--- src/dram_ctl_pkg.sv ---
// Purpose: shared constants and types for the nibble DRAM strobe controller
// Assumes: one clock at CLK_NS period; strobes change only on its edges
// Notes: least times round up, longest times round down, at least 1 cycle
package dram_ctl_pkg;

    localparam int CLK_NS = 50;

    // Printed times
    localparam int T_RP_NS = 60;
    localparam int T_RCD_MIN_NS = 20;
    localparam int T_RCD_MAX_NS = 50;
    localparam int T_CRP_NS = 10;
    localparam int T_CPN_NS = 10;
    localparam int T_RAD_MIN_NS = 15;
    localparam int T_RAD_MAX_NS = 35;
    localparam int T_RAS_NS = 70;
    localparam int T_CAS_NS = 20;
    localparam int T_CAS_RMW_NS = 45;
    localparam int T_CSR_NS = 10;
    localparam int T_CHR_NS = 15;
    localparam int T_NCP_NS = 10;
    localparam int T_NRSH_NS = 20;
    localparam int T_CWD_NS = 20;
    localparam int T_RWL_NS = 20;
    localparam int T_REF_MS = 8;
    localparam int REF_ROWS = 512;
    localparam int T_INIT_US = 500;
    localparam int INIT_STROBES = 8;

    function automatic int ceil_cyc(input int ns);
        return ((ns + CLK_NS - 1) / CLK_NS < 1) ? 1 :
            (ns + CLK_NS - 1) / CLK_NS;
    endfunction : ceil_cyc

    // Derived cycle counts
    localparam int RP_CYC = ceil_cyc(T_RP_NS);
    localparam int RAD_CYC = ceil_cyc(T_RAD_MIN_NS);
    // Column strobe one cycle after the column address for setup margin
    localparam int RCD_CYC = RAD_CYC + ceil_cyc(T_RCD_MIN_NS) - 1 + 1;
    localparam int CAS_CYC = ceil_cyc(T_CAS_NS);
    localparam int CWD_CYC = ceil_cyc(T_CWD_NS);
    localparam int RWL_CYC = ceil_cyc(T_RWL_NS);
    localparam int NCP_CYC = ceil_cyc(T_NCP_NS);
    localparam int CSR_CYC = ceil_cyc(T_CSR_NS);
    localparam int RASR_CYC = ceil_cyc(T_RAS_NS);
    localparam int REF_CYC = (T_REF_MS * 1000000) / (REF_ROWS * CLK_NS);
    localparam int INIT_CYC = ceil_cyc(T_INIT_US * 1000);

    localparam int PH_W = 4;
    localparam int REF_W = 12;
    localparam int INIT_W = 16;
    localparam int ROW_W = 10;
    localparam int COL_W = 10;
    localparam int NIB = 4;
    localparam logic [3:0] INIT_CNT_DONE = 4'(INIT_STROBES);

    typedef enum logic [1:0] {
        CMD_READ = 2'b00,
        CMD_WRITE = 2'b01,
        CMD_RMW = 2'b10,
        CMD_REFRESH = 2'b11
    } cmd_t;

    typedef struct packed {
        cmd_t cmd;
        logic [ROW_W-1:0] row;
        logic [COL_W-1:0] col;
        logic [1:0] last_bit;
        logic [NIB-1:0] wdata;
    } req_t;

    typedef struct packed {
        logic ras_n;
        logic cas_n;
        logic we_n;
        logic [ROW_W-1:0] addr;
        logic din;
    } dram_pins_t;

    typedef enum logic [3:0] {
        S_PWR = 4'h0,
        S_IDLE = 4'h1,
        S_ROW = 4'h2,
        S_COL = 4'h3,
        S_CASL = 4'h4,
        S_WLOW = 4'h5,
        S_CASH = 4'h6,
        S_HID_RASH = 4'h7,
        S_CBR_CASL = 4'h8,
        S_CBR_RASL = 4'h9,
        S_PRE = 4'hA
    } state_t;

endpackage : dram_ctl_pkg

--- src/cycle_timer.sv ---
// Purpose: reloadable down counter marking the last cycle of a span
// Assumes: load value of at least 1
// Notes: done is high in the last cycle of a span of load_val cycles
`timescale 1ns/1ps
module cycle_timer #(
    parameter int W = 4,
    parameter logic [W-1:0] RST_VAL = '0
) (
    input wire logic ref_clk, // Clock
    input wire logic rst, // Async reset, active high
    input wire logic load, // Start a new span
    input wire logic [W-1:0] load_val, // Span length in cycles
    output logic done // Last cycle of span
);
    logic [W-1:0] count_ff;
    logic [W-1:0] nxt_count;

    assign nxt_count = load ? load_val :
        ((count_ff > W'(1)) ? count_ff - W'(1) : count_ff);
    assign done = (count_ff <= W'(1));

    always_ff @(posedge ref_clk or posedge rst)
    begin
        if (rst)
            count_ff <= RST_VAL;
        else
            count_ff <= nxt_count;
    end
endmodule : cycle_timer

--- src/dram_strobe_ctl.sv ---
// Purpose: controller driving row, column and write strobes of a 1-bit DRAM
// Assumes: q from the device is synchronous to ref_clk when sampled
// Notes: nibble bursts of 1 to 4 bits, hidden and column-first refresh
// Operation
// - Row strobe high at least 60 ns between cycles
// - Column strobe falls 20-50 ns after row; code drops it 100 ns (two cycles) after
// - Column strobe high 10 ns before row falls
// - Column strobe high pulse at least 10 ns
// - Address switches to column 15-35 ns after row; code switches it 50 ns (one cycle) after
// - Refresh: column low 10 ns before, 15 after
// - Eight column-first refreshes before relying on them
// - Write low before column fall gives early write
// - Late write low reads first, then writes
// - Read ends with write high past strobes
// - Late write leads both strobe rises 20 ns
// - Nibble toggle cycle 40 ns, precharge 10 ns
// - Nibble column low 20 to 10000 ns
// - Nibble read-write cycle 65 ns, low 45
// - Row low 20 ns after last column fall
// - Nibble early write low before, held 15 ns
// - Nibble late write 20 ns after, leads 20
// - Hidden refresh may wrap any access type
// - 512 refreshes in every 8 ms
// - Wait 500 us then 8 strobe cycles
// - Column address ignored while nibble toggling
`timescale 1ns/1ps
module dram_strobe_ctl #(
    parameter int INIT_CYC = dram_ctl_pkg::INIT_CYC,
    parameter int REF_CYC = dram_ctl_pkg::REF_CYC
) (
    input wire logic ref_clk, // 20 MHz clock
    input wire logic rst, // Async reset, active high
    input wire logic req_valid, // Request offered
    input wire dram_ctl_pkg::req_t req, // Request fields
    output logic req_ready, // Request taken when valid and ready
    output logic rsp_valid, // One-cycle pulse at access end
    output logic [dram_ctl_pkg::NIB-1:0] rsp_data, // Bits read, bit 0 first
    output logic init_done, // Start-up sequence complete
    output dram_ctl_pkg::dram_pins_t pins, // Strobes, address, data-in
    input wire logic q // Device data-out
);
    dram_ctl_pkg::state_t state_ff;
    dram_ctl_pkg::state_t nxt_state;
    dram_ctl_pkg::req_t op_ff;
    dram_ctl_pkg::req_t nxt_op;
    dram_ctl_pkg::dram_pins_t pins_ff;
    dram_ctl_pkg::dram_pins_t nxt_pins;
    logic [1:0] nib_ff;
    logic [1:0] nxt_nib;
    logic [dram_ctl_pkg::NIB-1:0] rdata_ff;
    logic [dram_ctl_pkg::NIB-1:0] nxt_rdata;
    logic rsp_valid_ff;
    logic nxt_rsp_valid;
    logic [3:0] init_cnt_ff;
    logic [3:0] nxt_init_cnt;
    logic ref_pend_ff;
    logic nxt_ref_pend;
    logic [dram_ctl_pkg::PH_W-1:0] ph_len;
    logic ph_load;
    logic ph_done;
    logic ref_tick;
    logic pwr_done;
    logic accept;
    logic last_bit;
    logic step_end;
    logic capture;
    logic ref_start;
    logic is_rmw;
    logic is_write;
    logic ras_low;
    logic cas_low;
    logic we_low;
    logic use_row;

    // Phase span for the state being entered
    always_comb
    begin
        case (nxt_state)
            dram_ctl_pkg::S_ROW:
                ph_len = dram_ctl_pkg::PH_W'(dram_ctl_pkg::RAD_CYC);
            dram_ctl_pkg::S_COL:
                ph_len = dram_ctl_pkg::PH_W'(dram_ctl_pkg::RCD_CYC -
                    dram_ctl_pkg::RAD_CYC);
            dram_ctl_pkg::S_CASL:
                ph_len = dram_ctl_pkg::PH_W'(is_rmw ?
                    dram_ctl_pkg::CWD_CYC :
                    dram_ctl_pkg::CAS_CYC);
            dram_ctl_pkg::S_WLOW:
                ph_len = dram_ctl_pkg::PH_W'(dram_ctl_pkg::RWL_CYC);
            dram_ctl_pkg::S_CASH:
                ph_len = dram_ctl_pkg::PH_W'(dram_ctl_pkg::NCP_CYC);
            dram_ctl_pkg::S_HID_RASH:
                ph_len = dram_ctl_pkg::PH_W'(dram_ctl_pkg::RP_CYC);
            dram_ctl_pkg::S_CBR_CASL:
                ph_len = dram_ctl_pkg::PH_W'(dram_ctl_pkg::CSR_CYC);
            dram_ctl_pkg::S_CBR_RASL:
                ph_len = dram_ctl_pkg::PH_W'(dram_ctl_pkg::RASR_CYC);
            dram_ctl_pkg::S_PRE:
                ph_len = dram_ctl_pkg::PH_W'(dram_ctl_pkg::RP_CYC);
            default:
                ph_len = dram_ctl_pkg::PH_W'(1);
        endcase
    end

    // New span on every state entry, including CASH to CASL re-entry
    assign ph_load = (nxt_state != state_ff);

    cycle_timer #(
        .W(dram_ctl_pkg::PH_W),
        .RST_VAL(dram_ctl_pkg::PH_W'(1))
    ) u_phase (
        .ref_clk(ref_clk),
        .rst(rst),
        .load(ph_load),
        .load_val(ph_len),
        .done(ph_done)
    );

    // Periodic refresh request
    cycle_timer #(
        .W(dram_ctl_pkg::REF_W),
        .RST_VAL(dram_ctl_pkg::REF_W'(REF_CYC))
    ) u_refresh (
        .ref_clk(ref_clk),
        .rst(rst),
        .load(ref_tick),
        .load_val(dram_ctl_pkg::REF_W'(REF_CYC)),
        .done(ref_tick)
    );

    // Power-up pause, runs once from reset
    cycle_timer #(
        .W(dram_ctl_pkg::INIT_W),
        .RST_VAL(dram_ctl_pkg::INIT_W'(INIT_CYC))
    ) u_power (
        .ref_clk(ref_clk),
        .rst(rst),
        .load(1'b0),
        .load_val(dram_ctl_pkg::INIT_W'(1)),
        .done(pwr_done)
    );

    assign init_done = (init_cnt_ff == dram_ctl_pkg::INIT_CNT_DONE);
    assign req_ready = (state_ff == dram_ctl_pkg::S_IDLE) && !ref_pend_ff;
    assign accept = req_valid && req_ready;
    assign nxt_op = accept ? req : op_ff;
    assign is_rmw = (nxt_op.cmd == dram_ctl_pkg::CMD_RMW);
    assign is_write = (nxt_op.cmd == dram_ctl_pkg::CMD_WRITE);
    assign last_bit = (nib_ff == op_ff.last_bit);
    // A column step ends after CASL, or after WLOW for read-write
    assign step_end = ph_done &&
        (((state_ff == dram_ctl_pkg::S_CASL) &&
        (op_ff.cmd != dram_ctl_pkg::CMD_RMW)) ||
        (state_ff == dram_ctl_pkg::S_WLOW));
    assign capture = ph_done && (state_ff == dram_ctl_pkg::S_CASL) &&
        (op_ff.cmd != dram_ctl_pkg::CMD_WRITE);

    always_comb
    begin
        nxt_state = state_ff;
        case (state_ff)
            dram_ctl_pkg::S_PWR:
                if (pwr_done)
                    nxt_state = dram_ctl_pkg::S_CBR_CASL;
            dram_ctl_pkg::S_IDLE:
                if (ref_pend_ff)
                    nxt_state = dram_ctl_pkg::S_CBR_CASL;
                else if (accept && req.cmd == dram_ctl_pkg::CMD_REFRESH)
                    nxt_state = dram_ctl_pkg::S_CBR_CASL;
                else if (accept)
                    nxt_state = dram_ctl_pkg::S_ROW;
            dram_ctl_pkg::S_ROW:
                if (ph_done)
                    nxt_state = dram_ctl_pkg::S_COL;
            dram_ctl_pkg::S_COL:
                if (ph_done)
                    nxt_state = dram_ctl_pkg::S_CASL;
            dram_ctl_pkg::S_CASL:
                if (ph_done && op_ff.cmd == dram_ctl_pkg::CMD_RMW)
                    nxt_state = dram_ctl_pkg::S_WLOW;
                else if (ph_done && !last_bit)
                    nxt_state = dram_ctl_pkg::S_CASH;
                else if (ph_done)
                    nxt_state = ref_pend_ff ? dram_ctl_pkg::S_HID_RASH :
                        dram_ctl_pkg::S_PRE;
            dram_ctl_pkg::S_WLOW:
                if (ph_done && !last_bit)
                    nxt_state = dram_ctl_pkg::S_CASH;
                else if (ph_done)
                    nxt_state = ref_pend_ff ? dram_ctl_pkg::S_HID_RASH :
                        dram_ctl_pkg::S_PRE;
            dram_ctl_pkg::S_CASH:
                if (ph_done)
                    nxt_state = dram_ctl_pkg::S_CASL;
            dram_ctl_pkg::S_HID_RASH:
                if (ph_done)
                    nxt_state = dram_ctl_pkg::S_CBR_RASL;
            dram_ctl_pkg::S_CBR_CASL:
                if (ph_done)
                    nxt_state = dram_ctl_pkg::S_CBR_RASL;
            dram_ctl_pkg::S_CBR_RASL:
                if (ph_done)
                    nxt_state = dram_ctl_pkg::S_PRE;
            dram_ctl_pkg::S_PRE:
                if (ph_done && !init_done)
                    nxt_state = dram_ctl_pkg::S_CBR_CASL;
                else if (ph_done)
                    nxt_state = dram_ctl_pkg::S_IDLE;
            default:
                nxt_state = dram_ctl_pkg::S_IDLE;
        endcase
    end

    // Nibble index; device steps its own bit on each toggle
    assign nxt_nib = accept ? 2'b00 :
        ((nxt_state == dram_ctl_pkg::S_CASH &&
        state_ff != dram_ctl_pkg::S_CASH) ? nib_ff + 2'b01 :
        nib_ff);

    assign ref_start = (nxt_state == dram_ctl_pkg::S_CBR_RASL) &&
        (state_ff != dram_ctl_pkg::S_CBR_RASL);
    // A tick in the cycle of the clear still leaves a request pending
    assign nxt_ref_pend = ref_tick || (ref_pend_ff && !ref_start);
    assign nxt_init_cnt = (ref_start && !init_done) ?
        init_cnt_ff + 4'h1 : init_cnt_ff;

    always_comb
    begin
        nxt_rdata = rdata_ff;
        if (accept)
            nxt_rdata = '0;
        else if (capture)
            nxt_rdata[nib_ff] = q;
    end
    assign nxt_rsp_valid = step_end && last_bit;

    // Strobe levels of the state being entered
    assign ras_low = (nxt_state == dram_ctl_pkg::S_ROW) ||
        (nxt_state == dram_ctl_pkg::S_COL) ||
        (nxt_state == dram_ctl_pkg::S_CASL) ||
        (nxt_state == dram_ctl_pkg::S_WLOW) ||
        (nxt_state == dram_ctl_pkg::S_CASH) ||
        (nxt_state == dram_ctl_pkg::S_CBR_RASL);
    // Column strobe high in ROW/COL/PRE keeps the lead before row fall
    assign cas_low = (nxt_state == dram_ctl_pkg::S_CASL) ||
        (nxt_state == dram_ctl_pkg::S_WLOW) ||
        (nxt_state == dram_ctl_pkg::S_HID_RASH) ||
        (nxt_state == dram_ctl_pkg::S_CBR_CASL) ||
        (nxt_state == dram_ctl_pkg::S_CBR_RASL);
    // Early write: low from column address through the column steps
    assign we_low = (is_write &&
        ((nxt_state == dram_ctl_pkg::S_COL) ||
        (nxt_state == dram_ctl_pkg::S_CASL) ||
        (nxt_state == dram_ctl_pkg::S_CASH))) ||
        (nxt_state == dram_ctl_pkg::S_WLOW);
    assign use_row = (nxt_state == dram_ctl_pkg::S_ROW);

    always_comb
    begin
        nxt_pins.ras_n = !ras_low;
        nxt_pins.cas_n = !cas_low;
        nxt_pins.we_n = !we_low;
        nxt_pins.addr = use_row ? nxt_op.row : nxt_op.col;
        nxt_pins.din = nxt_op.wdata[nxt_nib];
    end

    always_ff @(posedge ref_clk or posedge rst)
    begin
        if (rst)
        begin
            state_ff <= dram_ctl_pkg::S_PWR;
            pins_ff <= '{ras_n: 1'b1, cas_n: 1'b1, we_n: 1'b1,
                addr: '0, din: 1'b0};
        end
        else
        begin
            state_ff <= nxt_state;
            pins_ff <= nxt_pins;
        end
    end

    always_ff @(posedge ref_clk or posedge rst)
    begin
        if (rst)
        begin
            op_ff <= '0;
            nib_ff <= 2'b00;
            rdata_ff <= '0;
            rsp_valid_ff <= 1'b0;
        end
        else
        begin
            op_ff <= nxt_op;
            nib_ff <= nxt_nib;
            rdata_ff <= nxt_rdata;
            rsp_valid_ff <= nxt_rsp_valid;
        end
    end

    always_ff @(posedge ref_clk or posedge rst)
    begin
        if (rst)
        begin
            init_cnt_ff <= 4'h0;
            ref_pend_ff <= 1'b0;
        end
        else
        begin
            init_cnt_ff <= nxt_init_cnt;
            ref_pend_ff <= nxt_ref_pend;
        end
    end

    assign pins = pins_ff;
    assign rsp_valid = rsp_valid_ff;
    assign rsp_data = rdata_ff;
endmodule : dram_strobe_ctl

--- config.mk ---
export PLATFORM = sky130hd
export DESIGN_NAME = dram_strobe_ctl
export DESIGN_NICKNAME = d
export VERILOG_FILES = /design/src/dram_ctl_pkg.sv /design/src/cycle_timer.sv /design/src/dram_strobe_ctl.sv
export SDC_FILE = /design/constraint.sdc
export NUM_CORES = 1
export LEC_CHECK = 0
export BUFFER_PORTS_ARGS = -buffer_cell sky130_fd_sc_hd__buf_2
export CAP_MARGIN = 20
export CORE_ASPECT_RATIO = 0.5
export CORE_MARGIN = 2
export CORE_UTILIZATION = 58
export DETAILED_ROUTE_END_ITERATION = 16
export HOLD_SLACK_MARGIN = 0.02
export MAX_ROUTING_LAYER = met4
export PLACE_DENSITY = 0.8
export SLEW_MARGIN = 20
export SYNTH_ARGS = -nofsm -noshare
export SYNTH_HDL_FRONTEND = slang
export SYNTH_SLANG_ARGS = --single-unit
--- constraint.sdc ---
create_clock -name ref_clk -period 3.9 [get_ports ref_clk]
set_clock_uncertainty 0.2 [all_clocks]
set_input_delay 0.78 -clock ref_clk [delete_from_list [all_inputs] [get_ports ref_clk]]
set_output_delay 0.78 -clock ref_clk [all_outputs]
set_load 0.005 [all_outputs]
Yosys cells after proc, flatten, opt, wreduce, memory -nomap -nowiden
Index checks and enable logic that the tools add are counted.
W data, S select, Z words.
- output and inout bits: 21
- register bits: 90
- add/sub/neg operators: 5
- reduce and logical (&&, ||, !) cells: 45
- eq/ne operators: 29
- muxes and demuxes: 31
- $lt $le $gt $ge: 9
- operators with widths (kind ; number):
    $mux W4 ; 18
    $pmux W4 S9 ; 1
    $eq A4 B3 Y1 const B ; 8
    $eq A4 B4 Y1 const B ; 7
    $mux W28 ; 1
    $mux W12 ; 2
    $logic_and A1 B1 Y1 ; 17
    $eq A4 B2 Y1 const B ; 4
    $gt A16 B1 Y1 const B ; 1
    $le A16 B1 Y1 const B ; 1
    $sub A16 B1 Y16 const B ; 1
    $logic_or A1 B1 Y1 ; 14
    $gt A12 B1 Y1 const B ; 1
    $le A12 B1 Y1 const B ; 1
    $sub A12 B1 Y12 const B ; 1
    $mux W10 ; 1
    $logic_not A1 Y1 ; 7
    $lt A2 B3 Y1 const B ; 2
    $mux W2 ; 3
    $reduce_bool A2 Y1 ; 3
    $add A4 B1 Y4 const B ; 1
    $bwmux W4 ; 1
    $eq A2 B2 Y1 const B ; 2
    $eq A4 B1 Y1 const B ; 1
    other kinds (18) ; 20

Longest topological paths before layout
Gate-level depths: netlist of run 1.
- depth after elaboration: 14
- depth in mapped cells: 13
- depth with buffers taken out: 11

By module
A second synthesis of run 1 with hierarchy kept.
- cells, all modules: 523
- area, all modules: 5117.4 µm²
- by module, submodules not included (module ; cells an instance ; times used ; area an instance (µm²)):
    dram_strobe_ctl ; 312 ; 1 ; 3089.2
    cycle_timer at u_power ; 106 ; 1 ; 1052.3
    cycle_timer at u_refresh ; 75 ; 1 ; 709.4
    cycle_timer at u_phase ; 30 ; 1 ; 266.5

Least setup slack after synthesis of run 1
No wires, ideal clock.
- path kind: register to register
- start point: reg u_phase.count_ff[0]
- end point: reg pins_ff, in the netlist pins[0]
- buffers on the path: 2
- cell stages (with the launch flop): 13
- path slack: 0.382 ns
- period minus slack after synthesis: 3.518 ns
- arrival: 3.192 ns
- path through: dfstp_2 -> inv_1 -> ha_1 -> or2_1 -> buf_6 -> and2_4 -> o221a_1 -> or3b_1 -> buf_6 -> nand4b_4 -> mux2_4 -> or4_1 -> a221o_1
- RTL lines (what ; RTL line ; RTL):
    start, declared ; cycle_timer.sv:15 ; logic [W-1:0] count_ff;
    start signal, assigned ; cycle_timer.sv:27 ; count_ff <= nxt_count;
    end signal, assigned ; dram_strobe_ctl.sv:272 ; pins_ff <= '{ras_n: 1'b1, cas_n: 1'b1, we_n: 1'b1,
    end signal, assigned ; dram_strobe_ctl.sv:278 ; pins_ff <= nxt_pins;
    end, declared ; dram_strobe_ctl.sv:46 ; dram_ctl_pkg::dram_pins_t pins_ff;

==> key figures, run 1 <==
Run status
  • Status: complete, no violations

Logic synthesis
  • Post-synthesis mux area share: 0.0602
  • Synth warn: 0
  • Cell Area, Synth: 4410 sq um
  • Prevailing post-synth register cell: dfrtp_1
  • Netlist cell types: 53
  • Mapped Cells: 447
  • Synth async-reset ratio: 1.00
  • Number of synthesized flops with an enable pin: 0
  • Synthesized flop and latch total: 90
  • Post-synthesis sequential area ratio: 0.515
  • Main combinational cell family by area after synthesis: simple AND/OR/NAND/NOR gates
  • Syn nets: 491
  • Post-Synth Adder-Cell Area: 0.0341
  • Synth Area in Compound Gates: 0.0747
  • Post-Synth Simple-Gate Area: 0.228
  • Post-Syn Area per Cell: 9.86 sq um
  • Xor/xnor share of the synthesized area: 0.0557

Power
  • Total design power: 0.00361 W
  • Worst VDD drop: 415 uV
  • Power per cell area: 716 nW/um^2
  • Leak: 2.58 nW

Floorplanning
  • Die width: 127 um
  • Die height: 65.6 um
  • Rows: 22
  • Starting Density: 0.599
  • Boundary Pins: 53
  • CORE AREA: 7350 sq um
  • Die Area: 8350 sq um

Setup path
  • Critical path, cell by cell: inv_1, ha_1, or2_1, and2_4, o221a_1, or3b_1, nand4b_4, mux2_4, or4_1, a221o_1
  • Critical Path Max Stage Delay: 0.56 ns
  • Largest fanout on the critical path: 9
  • Reg-to-reg startpoint: u_phase.count_ff[0]
  • FF-to-FF End: pins[0]
  • WP data required: 3.92 ns
  • R2R setup slack: 0.32 ns
  • Crit path to: pins[0]
  • Reg2Reg Depth: 10
  • Worst Path Arrival: 3.61 ns
  • Critical path type: reg2reg
  • Startpoint Class: register
  • CP delay by family, top: simple AND/OR/NAND/NOR gates
  • Critical path's slowest cell: dfstp_2
  • Critical Path Sink Type: register
  • CP Buf/Inv Count: 1
  • Worst path depth: 10
  • Critical path origin: u_phase.count_ff[0]

STA
  • Unrepaired setup endpoints after global routing: false
  • # setup viols final: 0
  • Hold slack: 0.261 ns
  • Final worst path period share: 0.919
  • Final min period: 3.58 ns
  • Normalized max-slew margin: 0.419
  • Setup TNS: 0 ns
  • Slew Limit Fails: 0
  • F_max: 279 MHz
  • Slew at the pin closest to its max-slew limit: 0.864 ns
  • Final hold vios: 0

CTS
  • TritonCTS buffer count: 9
  • CTS tree: yes
  • Hold_buf cts: 0
  • H-tree level count: 3
  • Root Driver: clkbuf_16
  • Number of setup buffers added after CTS: 0
  • Clock Sinks: 90
  • Reg clk slew, reported paths: 0.06 ns
  • Clock Latency Late Sink: 0.34 ns
  • Deepest clock path buffer count: 2
  • Cts repair resizes: 0

Routing
  • DRT iter0 DRCs: 146
  • WL per Instance: 14.1 um
  • Routed WL: 8450 um
  • Drt via density: 5.36
  • Routed Antenna Nets: 0
  • Vias post-DR: 3217
  • Iteration count of the initial detailed-routing pass: 4
  • Residual DRC count: 0

Layout
  • Area Growth Syn to Fin: 14.6%
  • Post-Layout Cell Count: 600
  • Leading cell types in the layout, fill and taps excluded: nand2_1, dfrtp_1, buf_2
  • Fillers: 583
  • Final nets: 543
  • Fin util: 0.687
  • Antenna diodes: 0
  • Fraction of layout cells with a size suffix above 1: 0.228
  • Most common cell after layout, fill and taps aside: nand2_1

Place
  • I/O Buffers: 52
  • GP Congestion: 0.831
  • Post-Place Cells: 584
  • Post-DP HPWL: 5770 um

Global route
  • Pin count of the biggest net entering global routing: 38
  • Total GRT Usage: 0.231
  • Antenna violations before repair: 0
  • First-pass GRT wire length: 14400 um
  • Vias in the first global route: 3089
  • Grt total ovfl: 0

Flow run
  • Max-cap violations: 0

Hold path
  • HP Class: in2async
[cell type report]
cell class	instances	area, sq um	area share
Tap cell	96	120	0.0238
Clock buffer	10	229	0.0454
Inverter	17	65.1	0.0129
Multi-Input combinational cell	324	1990	0.395
Timing Repair Buffer	57	298	0.0590
Clock inverter	6	72.6	0.0144
Sequential cell	90	2270	0.449
[where the power goes]
group / internal, W / switching (W)
combinational: 0.000605 / 0.000758
clock: 0.000506 / 0.000372
sequential: 0.00121 / 0.000167
total: 0.00232 / 0.00130
[worst register-to-register path, delay by kind of cell (launching register included)]
family | cells | cell delay (ns)
compound gates | 2 | 0.55
fa+ha+maj | 1 | 0.21
buf+inv | 1 | 0.05
flops | 1 | 0.56
mux | 1 | 0.34
simple gates | 5 | 1.56
[state kept, by name (all words and copies together) (netlist names)]
name	flops
op_ff	28
init_cnt_ff	4
rsp_valid	1
nib_ff	2
ref_pend_ff	1
state_ff	4
pins	14
rsp_data	4
u_phase.count_ff	4
u_refresh.count_ff	12
u_power.count_ff	16
[per-stage QoR]
stage	worst slack [ns]	cell area [sq um]
3_3_place_gp	0.403	4750
2_1_floorplan	0.382	4410
4_1_cts	0.318	5050
5_1_grt	0.226	5050
6_report	0.316	5050
3_5_place_dp	0.330	4750
[layer usage]
metal  up-vias  GRT usage  wire [um]
met5         -          -          0
met4         0     0.0907         65
met3         5     0.0489        332
met2        59      0.366       4060
met1      1544      0.297       3990
li1       1609          -          -
[cells in the mapped netlist, drive strengths merged, types with 3 or more instances]
cell	n	area, sq um
a21oi	7	35.0
a22o	4	35.0
and2	4	27.5
and3	4	26.3
buf	7	45.0
clkbuf	9	33.8
dfrtp	77	1930
dfstp	13	342
ha	12	150
inv	17	63.8
mux2	17	195
mux2i	7	70.1
nand2	105	394
nand2b	5	31.3
nand3	10	50.1
nor2	39	149
nor2b	6	37.5
nor3	12	65.1
nor3b	4	30.0
nor4	7	43.8
o21ai	17	85.1
o31ai	4	30.0
or3	6	38.8
or3b	3	26.3
or4	4	30.0
xnor2	13	114
xor2	15	131
[how the worst min path moves through the flow]
stage                           end            startpoint  cells after the start
2_1_floorplan  u_power.count_ff[14]  u_power.count_ff[14]                      1
3_3_place_gp               op_ff[7]              op_ff[7]                      2
3_5_place_dp   u_power.count_ff[14]  u_power.count_ff[14]                      1
4_1_cts                 state_ff[1]                   rst                      2
5_1_grt        u_power.count_ff[14]  u_power.count_ff[14]                      1
6_report                   op_ff[5]                   rst                      2
[cell families after synthesis]
logic type / count (synthesis)
and+or+nand+nor: 214
DFF: 90
AOI/OAI and AO/OA: 46
buffers and inverters: 33
xor gates and xnor gates: 28
muxes: 24
adders and majority gates: 12
No activity file was read; power rests on OpenSTA's default activity.
==> inputs of run 2 (changes only) <==
--- a/config.mk
+++ b/config.mk
@@ -9,12 +9,13 @@
 export CAP_MARGIN = 20
 export CORE_ASPECT_RATIO = 0.5
 export CORE_MARGIN = 2
-export CORE_UTILIZATION = 58
+export CORE_UTILIZATION = 52
 export DETAILED_ROUTE_END_ITERATION = 16
 export HOLD_SLACK_MARGIN = 0.02
 export MAX_ROUTING_LAYER = met4
-export PLACE_DENSITY = 0.8
+export PLACE_DENSITY = 0.72
 export SLEW_MARGIN = 20
 export SYNTH_ARGS = -nofsm -noshare
 export SYNTH_HDL_FRONTEND = slang
 export SYNTH_SLANG_ARGS = --single-unit
+export TNS_END_PERCENT = 1
==> key figures, run 2 (same netlist as run 1, synthesis figures left out) <==
Run status
  • Status: complete, no violations

Layout
  • Reg with most FFs: op_ff
  • Antenna diodes: 0 (unchanged)
  • Final instance area: 5060 sq um (+0.27%)
  • Leading cell types in the layout, fill and taps excluded: nand2_1, dfrtp_1, buf_2
  • Fraction of layout cells with a size suffix above 1: 0.230 (+0.00198)
  • Final nets: 543 (unchanged)
  • Fillers: 684 (+17%)
  • Number of flip-flops in the largest register: 28 (unchanged)
  • Most common cell after layout, fill and taps aside: nand2_1
  • Area Growth Syn to Fin: 14.9%

STA
  • Final worst slack: 0.327 ns (+0.0111 ns)
  • Slew at the pin closest to its max-slew limit: 0.829 ns (-0.0359 ns)
  • Hold slack: 0.263 ns (+0.00252 ns)
  • Normalized max-slew margin: 0.443 (+0.0241)
  • Final min period: 3.57 ns (-0.0111 ns)
  • Unrepaired setup endpoints after global routing: false
  • Final worst path period share: 0.916 (-0.00284)
  • Slew Limit Fails: 0 (unchanged)
  • # setup viols final: 0 (unchanged)
  • Setup TNS: 0 ns (unchanged)
  • F_max: 280 MHz (+0.31%)
  • Final hold vios: 0 (unchanged)

Place
  • I/O Buffers: 52 (unchanged)
  • GP Congestion: 0.930 (+12%)
  • Placed cell areas: 4770 sq um (+0.42%)
  • Post-DP HPWL: 5700 um (-1.2%)
  • Worst slack, placed: 0.364 ns (+0.0334 ns)

Routing
  • DRT iter0 DRCs: 213 (+46%)
  • WL per Instance: 13.5 um (-4.2%)
  • Residual DRC count: 0 (unchanged)
  • Routed WL: 8300 um (-1.7%)
  • Met2 wire length: 3780 um (-6.9%)
  • Met3 routed wirelength: 419 um (+26%)
  • Routed Antenna Nets: 0 (unchanged)
  • Iteration count of the initial detailed-routing pass: 4 (unchanged)
  • Vias post-DR: 3209 (-0.25%)
  • Drt via density: 5.21 (-2.8%)
  • Highest routed layer: met4
  • M1 WL: 3930 um (-1.4%)

Global route
  • Grt total ovfl: 0 (unchanged)
  • First-pass GRT wire length: 14500 um (+0.53%)
  • Antenna violations before repair: 0 (unchanged)
  • Total GRT Usage: 0.203 (-0.0274)
  • Pin count of the biggest net entering global routing: 38 (unchanged)
  • Vias in the first global route: 3095 (+0.19%)

Power
  • Total design power: 0.00359 W (-0.75%)
  • Leak: 2.57 nW (-0.30%)
  • Power per cell area: 709 nW/um^2 (-1.0%)
  • Worst VDD drop: 344 uV (-17%)

CTS
  • Clock Latency Late Sink: 0.35 ns (about the same)
  • Deepest clock path buffer count: 2 (unchanged)
  • TritonCTS buffer count: 9 (unchanged)
  • Root Driver: clkbuf_16
  • H-tree level count: 3 (unchanged)
  • Cts repair resizes: 0 (unchanged)
  • Clock Sinks: 90 (unchanged)
  • Hold_buf cts: 0 (unchanged)
  • Reg clk slew, reported paths: 0.07 ns (about the same)
  • CTS tree: yes
  • Number of setup buffers added after CTS: 0 (unchanged)

Floorplanning
  • Die width: 134 um (+5.4%)
  • Rows: 23 (+4.5%)
  • Die height: 69.1 um (+5.3%)
  • Boundary Pins: 53 (unchanged)
  • Die Area: 9270 sq um (+11%)
  • CORE AREA: 8120 sq um (+10%)
  • Starting Density: 0.543 (-0.0566)

Hold path
  • HP Class: reg2reg

Setup path
  • Critical Path Sink Type: register
  • Critical path type: reg2reg
  • CP delay by family, top: simple AND/OR/NAND/NOR gates
  • Critical Path Max Stage Delay: 0.57 ns (about the same)
  • R2R setup slack: 0.33 ns (about the same)
  • CP Buf/Inv Count: 1 (unchanged)
  • Worst Path Arrival: 3.61 ns (about the same)
  • WP data required: 3.94 ns (+0.02 ns)
  • Critical path's slowest cell: dfstp_2
  • Critical path, cell by cell: inv_1, ha_1, or2_1, and2_4, o221a_1, or3b_1, nand4b_4, mux2_4, or4_1, a221o_1
  • Largest fanout on the critical path: 9 (unchanged)
  • Startpoint Class: register

Flow run
  • Max-cap violations: 0 (unchanged)
run 2: changes by cell type in the layout (fill, tap and decap cells not counted), sizes merged:
cell      delta
inv          +1
clkbuf       -1
clkinvlp     +1
bufinv       -1
run 2: metrics by stage:
step,utilization,cells
after floorplan,-,447
after global placement,0.587,600
after detailed placement,0.587,600
after CTS,0.624,616
after global routing,0.624,616
final,0.624,616
run 2: path summary, 6_finish.rpt:
path | startpoint | to | depth (start not counted)
worst max register to register | u_phase.count_ff[0] | pins[0] | 10
min in group asynchronous | rst | op_ff[5] | 2
worst max-delay path | u_phase.count_ff[0] | pins[0] | 10
max in group asynchronous | rst | pins[11] | 3
worst min-delay path | u_power.count_ff[15] | u_power.count_ff[15] | 1
worst min register to register | u_power.count_ff[15] | u_power.count_ff[15] | 1
run 2: area by class of cell:
| type | count | area, sq um | share of cell area |
|---|---|---|---|
| multi-input combinational | 324 | 1990 | 0.394 |
| timing repair buffer | 57 | 298 | 0.0588 |
| tap | 112 | 140 | 0.0277 |
| inverter | 17 | 65.1 | 0.0129 |
| sequential | 90 | 2270 | 0.448 |
| clock buffer | 9 | 225 | 0.0445 |
| clock inverter | 7 | 70.1 | 0.0138 |
run 2: routing by layer:
layer  global-route usage  up-vias
li1                     -     1611
met1                0.271     1516
met2                0.295       63
met3               0.0589       19
met4               0.0795        0
met5                    -        -
run 2: power breakdown:
group	leakage, nW	switching, W	internal (W)	total (W)
clock	0.142	0.000402	0.000450	0.000851
sequential	1.14	0.000163	0.00121	0.00137
combinational	1.29	0.000761	0.000606	0.00137
total	2.57	0.00133	0.00226	0.00359
==> inputs of run 3 (changes only) <==
--- a/config.mk
+++ b/config.mk
@@ -11,7 +11,7 @@
 export CORE_MARGIN = 2
 export CORE_UTILIZATION = 52
 export DETAILED_ROUTE_END_ITERATION = 16
-export HOLD_SLACK_MARGIN = 0.02
+export HOLD_SLACK_MARGIN = 0.08
 export MAX_ROUTING_LAYER = met4
 export PLACE_DENSITY = 0.72
 export SLEW_MARGIN = 20
==> constraint.sdc (replaced) <==
create_clock -name ref_clk -period 3.5 [get_ports ref_clk]
set_clock_uncertainty 0.2 [all_clocks]
set_input_delay 0.7 -clock ref_clk [delete_from_list [all_inputs] [get_ports ref_clk]]
set_output_delay 0.7 -clock ref_clk [all_outputs]
set_load 0.005 [all_outputs]
==> key figures, run 3 (same netlist as run 1, synthesis figures left out) <==
Setup path
  • Worst Path Arrival: 3.41 ns (-0.20 ns)
  • Startpoint Class: register
  • Critical Path Sink Type: register
  • Critical Path Max Stage Delay: 0.57 ns (about the same)
  • WP data required: 3.53 ns (-0.41 ns)
  • Critical path, cell by cell: inv_1, ha_2, or2_1, and2_4, o221a_1, or3b_4, nand4b_4, mux2_4, or4_1, a221o_1
  • Critical path type: reg2reg
  • Largest fanout on the critical path: 4 (-5)
  • Critical path's slowest cell: dfstp_2

Floorplanning
  • Die Area: 9270 sq um (unchanged)
  • Die height: 69.1 um (unchanged)
  • Rows: 23 (unchanged)
  • Die width: 134 um (unchanged)
  • Boundary Pins: 53 (unchanged)
  • Starting Density: 0.543 (unchanged)
  • CORE AREA: 8120 sq um (unchanged)

CTS
  • Root Driver: clkbuf_16
  • Clock Latency Late Sink: 0.35 ns (about the same)
  • Deepest clock path buffer count: 2 (unchanged)
  • Clock Sinks: 90 (unchanged)
  • Hold_buf cts: 0 (unchanged)
  • TritonCTS buffer count: 9 (unchanged)
  • CTS tree: yes
  • H-tree level count: 3 (unchanged)
  • Reg clk slew, reported paths: 0.07 ns (about the same)

STA
  • Slew Limit Fails: 0 (unchanged)
  • Final hold vios: 0 (unchanged)
  • Unrepaired setup endpoints after global routing: false
  • Slew at the pin closest to its max-slew limit: 0.843 ns (+0.0139 ns)
  • # setup viols final: 0 (unchanged)
  • Normalized max-slew margin: 0.434 (-0.00936)
  • Final worst slack: 0.116 ns (-0.211 ns)
  • Final min period: 3.38 ns (-0.189 ns)
  • F_max: 296 MHz (+5.6%)
  • Hold slack: 0.154 ns (-0.109 ns)
  • Final worst path period share: 0.967 (+0.0507)

Hold path
  • HP Class: in2async

Routing
  • Routed Antenna Nets: 0 (unchanged)
  • Residual DRC count: 0 (unchanged)
  • Vias post-DR: 3250 (+1.3%)
  • Iteration count of the initial detailed-routing pass: 4 (unchanged)
  • DRT iter0 DRCs: 178 (-16%)
  • Drt via density: 5.21 (about the same)
  • WL per Instance: 14.0 um (+4.1%)
  • Routed WL: 8750 um (+5.4%)

Layout
  • Number of flip-flops in the largest register: 28 (unchanged)
  • Leading cell types in the layout, fill and taps excluded: nand2_1, dfrtp_1, buf_2
  • Final nets: 551 (+1.5%)
  • Antenna diodes: 0 (unchanged)
  • Most common cell after layout, fill and taps aside: nand2_1
  • Area Growth Syn to Fin: 17.2%
  • Fin util: 0.636 (+0.0125)
  • Reg with most FFs: op_ff
  • Fraction of layout cells with a size suffix above 1: 0.246 (+0.0159)
  • Post-Layout Cell Count: 624 (+1.3%)

Place
  • Post-Place Cells: 607 (+1.2%)
  • GP Congestion: 0.943 (+1.5%)
  • Worst slack, placed: 0.101 ns (-0.262 ns)
  • I/O Buffers: 52 (unchanged)
  • Post-DP HPWL: 5980 um (+4.8%)

Run status
  • Status: complete, no violations

Power
  • Leak: 2.62 nW (+2.2%)
  • Worst VDD drop: 370 uV (+7.7%)
  • Power per cell area: 819 nW/um^2 (+16%)

Global route
  • Total GRT Usage: 0.212 (+0.00878)
  • Antenna violations before repair: 0 (unchanged)
  • Grt total ovfl: 0 (unchanged)
  • Pin count of the biggest net entering global routing: 38 (unchanged)
  • Vias in the first global route: 3255 (+5.2%)
  • First-pass GRT wire length: 15000 um (+3.2%)

Flow run
  • Max-cap violations: 0 (unchanged)
-- run 3: power breakdown --
group / switching [W] / internal [W] / total (W)
clock network: 0.000435 / 0.000640 / 0.00107
logic: 0.000910 / 0.000745 / 0.00165
registers: 0.000154 / 0.00134 / 0.00150
total: 0.00150 / 0.00273 / 0.00423
-- run 3: area by class of cell --
type / count / area [sq um]
flip-flops and latches: 90 / 2270
inverters: 17 / 65.1
clock inverters: 7 / 106
repair buffers: 65 / 358
fillers: 695 / 2950
multi-input cells: 324 / 2000
well taps: 112 / 140
clock buffers: 9 / 225
-- run 3: worst paths after layout --
check	from	to	slack, ns	cells after the start
setup / recovery	u_phase.count_ff[0]	pins[0]	0.12	10
hold / removal	rst	state_ff[0]	0.15	2
setup reg to reg	u_phase.count_ff[0]	pins[0]	0.12	10
hold reg to reg	init_cnt_ff[3]	init_cnt_ff[3]	0.26	1
max in group asynchronous	rst	u_power.count_ff[9]	2.15	3
min in group ref_clk	init_cnt_ff[3]	init_cnt_ff[3]	0.26	1
-- run 3: what timing repair did --
action / in CTS / in global routing
endpoints found under the setup margin: 0 / 3
buffers inserted: 0 / 1
gates resized for setup: 0 / 1
-- run 3: layer usage --
| layer | global-route usage | wire length [um] | vias to the layer above |
|---|---|---|---|
| li1 | - | - | 1617 |
| met1 | 0.268 | 4100 | 1565 |
| met2 | 0.324 | 4200 | 53 |
| met3 | 0.0567 | 291 | 15 |
| met4 | 0.0912 | 163 | 0 |
| met5 | - | 0 | - |
-- run 3: critical path: cells and delay by family, from the launching register on --
family | cells | cell delay, ns
AOI/OAI and AO/OA | 2 | 0.55
adders and majority gates | 1 | 0.18
buffers and inverters | 1 | 0.06
DFF | 1 | 0.57
muxes | 1 | 0.33
and+or+nand+nor | 5 | 1.38
-- run 3: stage by stage --
step	setup TNS (ns)	cell area (sq um)	total power, W
finish	0	5160	0.00423
global route	0	5160	0.00453
CTS	0	5150	0.00424
detailed placement	0	4820	0.00313
global placement	0	4820	0.00309
floorplan	-0.0140	4410	0.00271
